$ cat config.mk
export PLATFORM = sky130hd
export DESIGN_NAME = rfc_freq_counter
export DESIGN_NICKNAME = d
export VERILOG_FILES = /design/src/rtl/rfc_pkg.sv /design/src/rtl/rfc_edge_counter.sv /design/src/rtl/rfc_freq_counter.sv
export VERILOG_INCLUDE_DIRS = /design/src /design/src/rtl
export SDC_FILE = /design/constraint.sdc
export NUM_CORES = 1
export LEC_CHECK = 0
export BUFFER_PORTS_ARGS = -buffer_cell sky130_fd_sc_hd__buf_4
export CAP_MARGIN = 20
export CORE_MARGIN = 4
export CORE_UTILIZATION = 59
export CTS_BUF_LIST = sky130_fd_sc_hd__clkbuf_8
export DETAILED_ROUTE_END_ITERATION = 10
export GPL_TIMING_DRIVEN = 0
export PLACE_DENSITY = 0.89
export SYNTH_ARGS = -nofsm -noshare
export SYNTH_HDL_FRONTEND = slang
export SYNTH_SLANG_ARGS = --single-unit
$ cat constraint.sdc
create_clock -name core_clk -period 2.54 [get_ports core_clk]
set_input_delay 0.254 -clock core_clk [delete_from_list [all_inputs] [get_ports core_clk]]
set_output_delay 0.254 -clock core_clk [all_outputs]
set_load 0.02 [all_outputs]
$ cat src/rtl/rfc_consts.svh
// Widths, channel count and timing constants of the reciprocal frequency counter
`ifndef RFC_CONSTS_SVH
`define RFC_CONSTS_SVH

// ----------------------------------------------------------------------------
// Widths and channel count
// ----------------------------------------------------------------------------
`define RFC_CYC_W          12
`define RFC_REF_W          20
`define RFC_GT_W           24
`define RFC_CHAN_N         4
`define RFC_SEL_W          2

// ----------------------------------------------------------------------------
// Timing
// ----------------------------------------------------------------------------
`define RFC_CLK_PERIOD_NS  10
`define RFC_GATE_TIME_NS   125000000
`define RFC_REF_FREQ_HZ    2097000

`endif

$ cat src/rtl/rfc_pkg.sv
// Types shared by the reciprocal frequency counter files
package rfc_pkg;

  typedef enum logic [1:0] {
    RFC_IDLE = 2'b00,
    RFC_ARM  = 2'b01,
    RFC_GATE = 2'b11,
    RFC_HOLD = 2'b10
  } rfc_state_t;

  typedef enum logic {
    RFC_SRC_SENSOR = 1'b0,
    RFC_SRC_RTC    = 1'b1
  } rfc_src_t;

endpackage

$ cat src/rtl/rfc_edge_counter.sv
// Rising-edge counter with synchronous clear and count enable
`timescale 1ns/1ps
module rfc_edge_counter #(
  parameter int unsigned W = 12
) (
  input  wire logic         core_clk,
  input  wire logic         sys_rst,
  input  wire logic         sigIn,
  input  wire logic         clear,
  input  wire logic         enable,
  output logic [W-1:0]      count,
  output logic              rise
);
  import rfc_pkg::*;

  logic         sigPrev;
  logic [W-1:0] next_count;

  assign rise       = sigIn & ~sigPrev;
  // Wraps silently; the reader is expected to size the gate to the input range
  assign next_count = clear ? '0 : ((enable && rise) ? W'(count + 1'b1) : count);

  always_ff @(posedge core_clk or posedge sys_rst) begin
    if (sys_rst) begin
      sigPrev <= 1'b0;
      count   <= '0;
    end else begin
      sigPrev <= sigIn;
      count   <= next_count;
    end
  end

endmodule

$ cat src/rtl/rfc_freq_counter.sv
// Reciprocal frequency counter: gated input-cycle and reference-cycle counts
`timescale 1ns/1ps
`include "rfc_consts.svh"
module rfc_freq_counter #(
  parameter int unsigned GATE_CYCLES = `RFC_GATE_TIME_NS / `RFC_CLK_PERIOD_NS
) (
  input  wire logic                     core_clk,
  input  wire logic                     sys_rst,
  input  wire logic [`RFC_CHAN_N-1:0]   sensorOsc,
  input  wire logic                     rtcOsc,
  input  wire logic                     refOsc,
  input  wire logic [`RFC_SEL_W-1:0]    chanSel,
  input  wire rfc_pkg::rfc_src_t        srcSel,
  input  wire logic                     startReq,
  input  wire logic                     readAck,
  output logic [`RFC_CYC_W-1:0]         cycleCount,
  output logic [`RFC_REF_W-1:0]         refCount,
  output logic                          measBusy,
  output logic                          measDone,
  output logic [`RFC_SEL_W-1:0]         activeChan,
  output rfc_pkg::rfc_src_t             activeSrc
);
  import rfc_pkg::*;

  localparam logic [`RFC_GT_W-1:0] GATE_LAST = `RFC_GT_W'(GATE_CYCLES - 1);

  rfc_state_t               state;
  rfc_state_t               next_state;
  logic [`RFC_GT_W-1:0]     gateTimer;
  logic [`RFC_GT_W-1:0]     next_gateTimer;
  logic                     selOsc;
  logic                     cycRise;
  logic                     refRise;
  logic                     startAccept;
  logic                     gateOpen;
  logic                     gateExpired;
  logic                     gateClose;
  logic                     inGate;
  logic                     armSettled;
  logic                     busyNext;
  logic                     doneNext;

  // --------------------------------------------------------------------------
  // Helpers
  // --------------------------------------------------------------------------
  // Busy spans arming as well as gating, so a stopped input shows as busy
  function automatic logic is_busy(input rfc_state_t s);
    return (s == RFC_ARM) || (s == RFC_GATE);
  endfunction

  // --------------------------------------------------------------------------
  // Input selection and sequencing
  // --------------------------------------------------------------------------
  assign selOsc      = (activeSrc == RFC_SRC_RTC) ? rtcOsc : sensorOsc[activeChan];
  assign startAccept = (state == RFC_IDLE) && startReq;
  assign inGate      = (state == RFC_GATE);
  // Gate opens on an input edge so the first counted cycle is a whole one; the first
  // armed cycle is skipped because the edge detector's previous sample still holds
  // the input that was selected before the start
  assign gateOpen    = (state == RFC_ARM) && armSettled && cycRise;
  assign gateExpired = (gateTimer == GATE_LAST);
  // Closing on an input edge makes the gate an exact number of input cycles
  assign gateClose   = inGate && gateExpired && cycRise;
  assign next_gateTimer = !inGate ? '0 :
                          (gateExpired ? gateTimer : `RFC_GT_W'(gateTimer + 1'b1));
  assign busyNext    = is_busy(next_state);
  assign doneNext    = (next_state == RFC_HOLD);

  always_comb begin
    next_state = state;
    unique case (state)
      RFC_IDLE: if (startReq) next_state = RFC_ARM;
      RFC_ARM:  if (gateOpen) next_state = RFC_GATE;
      RFC_GATE: if (gateClose) next_state = RFC_HOLD;
      RFC_HOLD: if (readAck) next_state = RFC_IDLE;
    endcase
  end

  always_ff @(posedge core_clk or posedge sys_rst) begin
    if (sys_rst) begin
      state      <= RFC_IDLE;
      gateTimer  <= '0;
      armSettled <= 1'b0;
    end else begin
      state      <= next_state;
      gateTimer  <= next_gateTimer;
      armSettled <= (state == RFC_ARM);
    end
  end

  // --------------------------------------------------------------------------
  // Status and latched selection
  // --------------------------------------------------------------------------
  always_ff @(posedge core_clk or posedge sys_rst) begin
    if (sys_rst) begin
      measBusy <= 1'b0;
      measDone <= 1'b0;
    end else begin
      measBusy <= busyNext;
      measDone <= doneNext;
    end
  end

  // Latched at start so a select changed mid-gate cannot split a count
  always_ff @(posedge core_clk or posedge sys_rst) begin
    if (sys_rst) begin
      activeChan <= '0;
      activeSrc  <= RFC_SRC_SENSOR;
    end else if (startAccept) begin
      activeChan <= chanSel;
      activeSrc  <= srcSel;
    end
  end

  // --------------------------------------------------------------------------
  // Counters
  // --------------------------------------------------------------------------
  // Clearing at start, not at read, keeps the last result visible while idle
  rfc_edge_counter #(.W(`RFC_CYC_W)) u_cycle (
    .core_clk (core_clk),
    .sys_rst  (sys_rst),
    .sigIn    (selOsc),
    .clear    (startAccept),
    .enable   (inGate),
    .count    (cycleCount),
    .rise     (cycRise)
  );

  rfc_edge_counter #(.W(`RFC_REF_W)) u_ref (
    .core_clk (core_clk),
    .sys_rst  (sys_rst),
    .sigIn    (refOsc),
    .clear    (startAccept),
    .enable   (inGate),
    .count    (refCount),
    .rise     (refRise)
  );
endmodule

-- After elaboration in Yosys (flattened, before gate mapping)
Cells that the tools add are included.
- reduce and logical (&&, ||, !) cells: 11
- equality and inequality tests: 8
- order comparisons: 1
- bitwise logic cells: 4
- multiplexer cells: 14
- add/subtract/negate cells: 3
- operators by type and width (kind ; number):
    two-way mux 24 bit ; 2
    two-way mux 20 bit ; 2
    adder 24 x 1 -> 24 bit, second input constant ; 1
    equality test 24 bit, second input constant ; 1
    two-way mux 12 bit ; 2
    adder 20 x 1 -> 20 bit, second input constant ; 1
    adder 12 x 1 -> 12 bit, second input constant ; 1
    equality test 2 bit, second input constant ; 4
    two-way mux 2 bit ; 4
    case mux 2 bit (4 select lines) ; 1
    logical AND 1 bit ; 7
    equality test 2 x 1 -> 1 bit, second input constant ; 2
    nonzero test 2 bit ; 2
    less-than comparator 2 x 3 -> 1 bit, second input constant ; 1
    AND 1 bit ; 2
    binary-select mux 1 bit (select 2 bit) ; 1
    zero test 2 bit ; 1
    two-way mux 1 bit ; 2
    inequality test 2 bit, second input constant ; 1
    NOT 1 bit ; 2
    logical OR 1 bit ; 1
- output and inout bits: 37
- bits in registers: 66

-- Longest topological paths before layout
- depth after elaboration: 9
- mapped depth: 7
- mapped depth without buffers: 5

-- By module
From an unflattened synthesis, not the netlist that was laid out.
- cells, all modules: 350
- area, all modules: 3407.0 um^2
- modules (own cells, without submodules) (module ; cells an instance ; area an instance (um^2) ; sequential area each (um^2) ; instances):
    rfc_freq_counter ; 170 ; 1656.6 ; 800.8 ; 1
    rfc_edge_counter (u_ref) ; 113 ; 1079.8 ; 525.5 ; 1
    rfc_edge_counter (u_cycle) ; 67 ; 670.6 ; 325.3 ; 1

-- Worst setup path before layout
Ideal clock, no wire load.
- kind: flip-flop to flip-flop
- start point: register measBusy (netlist name)
- end point: register u_ref.count[17]
- cell stages (with the launch flop): 6
- setup slack: 0.614 ns
- buffers on the path: 1
- required time: 2.462 ns
- data arrival time: 1.848 ns
- clock period less this slack: 1.926 ns
- cells stage by stage: dfrtp_1 buf_4 nor3b_4 o2111ai_1 or4_1 a21oi_1
- RTL lines (element ; RTL line ; RTL):
    end signal: assignment ; rfc_edge_counter.sv:29 ; count <= next_count;
    end: declaration ; rfc_edge_counter.sv:11 ; output logic [W-1:0] count,

==> flow_summary.json <==
{
  "post_synth.cell_area_avg_um2": 9.66,
  "coreArea_um2": 5570,
  "nNetsFinal": 434,
  "num_rows": 27,
  "place_worst_setup_slack_ns": 0.389,
  "final-setup-viol-count": 0,
  "place_congestion": 0.805,
  "power.share.combinational_pct": 23.9,
  "area_delta_synth_final_pct": 22.3,
  "synth_top_area_share_pct": 47.2,
  "slew_headroom_pct": 17.9,
  "cts_setup_buffers": 0,
  "ir_worst_vdd_uv": 600,
  "clk_pin_slew_ns": 0.08,
  "switching_share_pct": 32.1,
  "die_w_um": 84.5,
  "end_kind": "flop",
  "max_freq_mhz": 412,
  "p_per_area_nw_per_um2": 834,
  "dpl.hpwl_mm": 5.65,
  "reg2reg_depth": 5,
  "worstReg2RegStart": "measBusy$_DFF_PP0_",
  "critPathKind": "reg2reg",
  "synth_nets": 373,
  "p_leak_nw": 1.89,
  "min_period_ns": 2.43,
  "wl_per_cell_um": 16.7,
  "grt_pass1_wl_mm": 14.5,
  "synthTopCellsByArea": "dfrtp_1, nand2_1, a21oi_1",
  "status": "finished clean",
  "start_util_pct": 61.9,
  "drive_gt1_share_pct": 19.4,
  "grt_start_max_net_pins": 38,
  "drt_wl_total_mm": 8.28,
  "tightest_slew_ns": 1.20,
  "maxCapViolations": 0,
  "first_iter_violations": 284,
  "grt_pass1_vias": 3084,
  "cp_slowest_stage_delay_ns": 1.05,
  "netlist_instances": 357,
  "synthArstFlopShare_pct": 100,
  "drv_slew": 0,
  "synth_area_um2": 3450,
  "htreeDepth": 3,
  "synth_area_leader_cell": "dfrtp_1",
  "cp-start-kind": "flop",
  "clock_sinks": 65,
  "first_pass_iters": 4,
  "antenna_left": 0,
  "cts_resized": 0,
  "die_y_um": 84.5,
  "viasPerCell": 6.27,
  "path_max_fanout": 10,
  "synth-edff-count": 0,
  "p_int_mw": 2.39,
  "cp_data_arrival_time_ns": 2.66,
  "antenna_found_initial": 0,
  "clkPwrFrac_pct": 36.0,
  "numCtsBuffers": 9,
  "cts_root_buffer": "clkbuf_8",
  "required_ns": 2.77,
  "hold_buffers": 0,
  "hold_class": "in2async",
  "cp_slowest_cell": "a2111oi_0",
  "track_usage_pct": 24.6,
  "fin_worst_skew_ns": 0.00953,
  "p_sw_mw": 1.13,
  "final_hold_viol_count": 0,
  "cts.path.max_buffers": 2,
  "setup_slack_ns": 0.113,
  "ys_warn_count": 0,
  "rsz0062_at_grt": "no",
  "seq_power_share_pct": 40.1,
  "tritoncts": "done",
  "synthFlopType": "dfrtp_1",
  "grt-ovfl-total": 0,
  "synth_cell_types": 53,
  "most-common-layout-cells": "dfrtp_1, buf_4, nand2_1",
  "crit_start": "measBusy$_DFF_PP0_",
  "critical_path.cell_chain": "buf_4 > nand2_1 > a2111oi_0 > a31oi_1 > a41o_1",
  "yosysSeqAreaShare_pct": 47.2,
  "period_share_pct": 95.6,
  "pin_count": 50,
  "insertion_delay_ns": 0.34,
  "vias": 3102,
  "drc": 0,
  "total_power_mw": 3.51,
  "port_buffers": 49,
  "layout.cells.most_common": "dfrtp_1",
  "dieArea_um2": 7130,
  "antennaDiodeCount": 0,
  "ys_seq_elements": 65
}
==> power by group through the flow <==
stage	sequential, mW	combinational [mW]	clock [mW]
floorplan	1.49	0.423	0
global placement	1.40	0.791	0
detailed placement	1.42	0.830	0
CTS	1.41	0.845	1.27
global route	1.45	0.935	1.32
finish	1.41	0.840	1.26
==> state kept, by name, indices dropped and copies added, names as in the netlist <==
name	count
measDone	1
u_ref.count	20
measBusy	1
u_cycle.sigPrev	1
armSettled	1
u_ref.sigPrev	1
gateTimer	24
u_cycle.count	12
state	1
activeSrc	1
activeChan	2
==> layer usage <==
metal	part of all wire, %	GRT usage [%]	vias up
met2	50	40.8	91
met5	0	0	-
met3	5.2	4.51	11
met4	1.2	8.63	0
li1	-	-	1468
met1	44	32.7	1532
==> path summary, 6_finish.rpt <==
path | to | slack [ns]
max in group asynchronous | measDone$_DFF_PP0_ | 1.90
hold reg to reg | u_cycle.count[11]$_DFFE_PP0P_ | 0.51
setup reg to reg | u_cycle.count[7]$_DFFE_PP0P_ | 0.11
hold / removal | u_ref.count[15]$_DFFE_PP0P_ | 0.004
min in group core_clk | u_ref.sigPrev$_DFF_PP0_ | 0.03
setup / recovery | u_cycle.count[7]$_DFFE_PP0P_ | 0.11
==> cells in the mapped netlist, types with 3 or more instances <==
cell       n
nor4_1     6
inv_1      6
and3_1     5
clkbuf_1   9
a31oi_1    6
dfrtp_1   65
o21ai_0    9
xnor2_1    7
nand2_1   41
and4_1     9
nor2_1    27
or4_1     12
nand3_1   19
o31ai_1   14
nand2b_1   5
ha_1       3
and2_1     5
nor3_1     8
a21oi_1   22
nand4_1   15
a41o_1     3
xor2_1    11
mux2i_1   11
or3_1      4
==> cells by family (layout without fill, tap and decap cells) <==
group	after synthesis	in the layout	synth area share [%]
AO/OA/AOI/OAI	71	71	14.0
XOR/XNOR	18	18	4.57
adder cells (fa/ha/maj)	3	3	1.09
buffers and inverters	20	86	2.65
flip-flops	65	65	47.2
multiplexers	12	12	3.52
AND/OR/NAND/NOR	168	168	27.0
==> worst max-delay path: cells and delay by family (launching register included) <==
kind | cells | cell delay, ns
buffers and inverters | 1 | 0.18
AND/OR/NAND/NOR | 1 | 0.20
AO/OA/AOI/OAI | 3 | 1.57
flip-flops | 1 | 0.36
==> metrics by stage <==
stage	instance area [µm²]	hold slack [ns]	util [%]	setup TNS, ns	cells
5_1_grt	4220	0.0249	75.6	0	495
2_1_floorplan	3450	0.285	-	0	357
6_report	4220	0.00411	75.6	0	495
3_3_place_gp	3910	0.374	70.1	-10.48	478
4_1_cts	4220	0.0169	75.6	0	495
3_5_place_dp	3930	0.375	70.4	0	479
==> cell type report <==
| type | instances | area (µm²) |
|---|---|---|
| multi-input cells | 272 | 1730 |
| inverters | 6 | 22.5 |
| fillers | 387 | 1360 |
| repair buffers | 50 | 388 |
| plain buffers | 14 | 68.8 |
| clock buffers | 9 | 124 |
| clock inverters | 7 | 166 |
| well taps | 72 | 90.1 |
| flip-flops and latches | 65 | 1630 |
No activity file was read; power rests on OpenSTA's default activity.
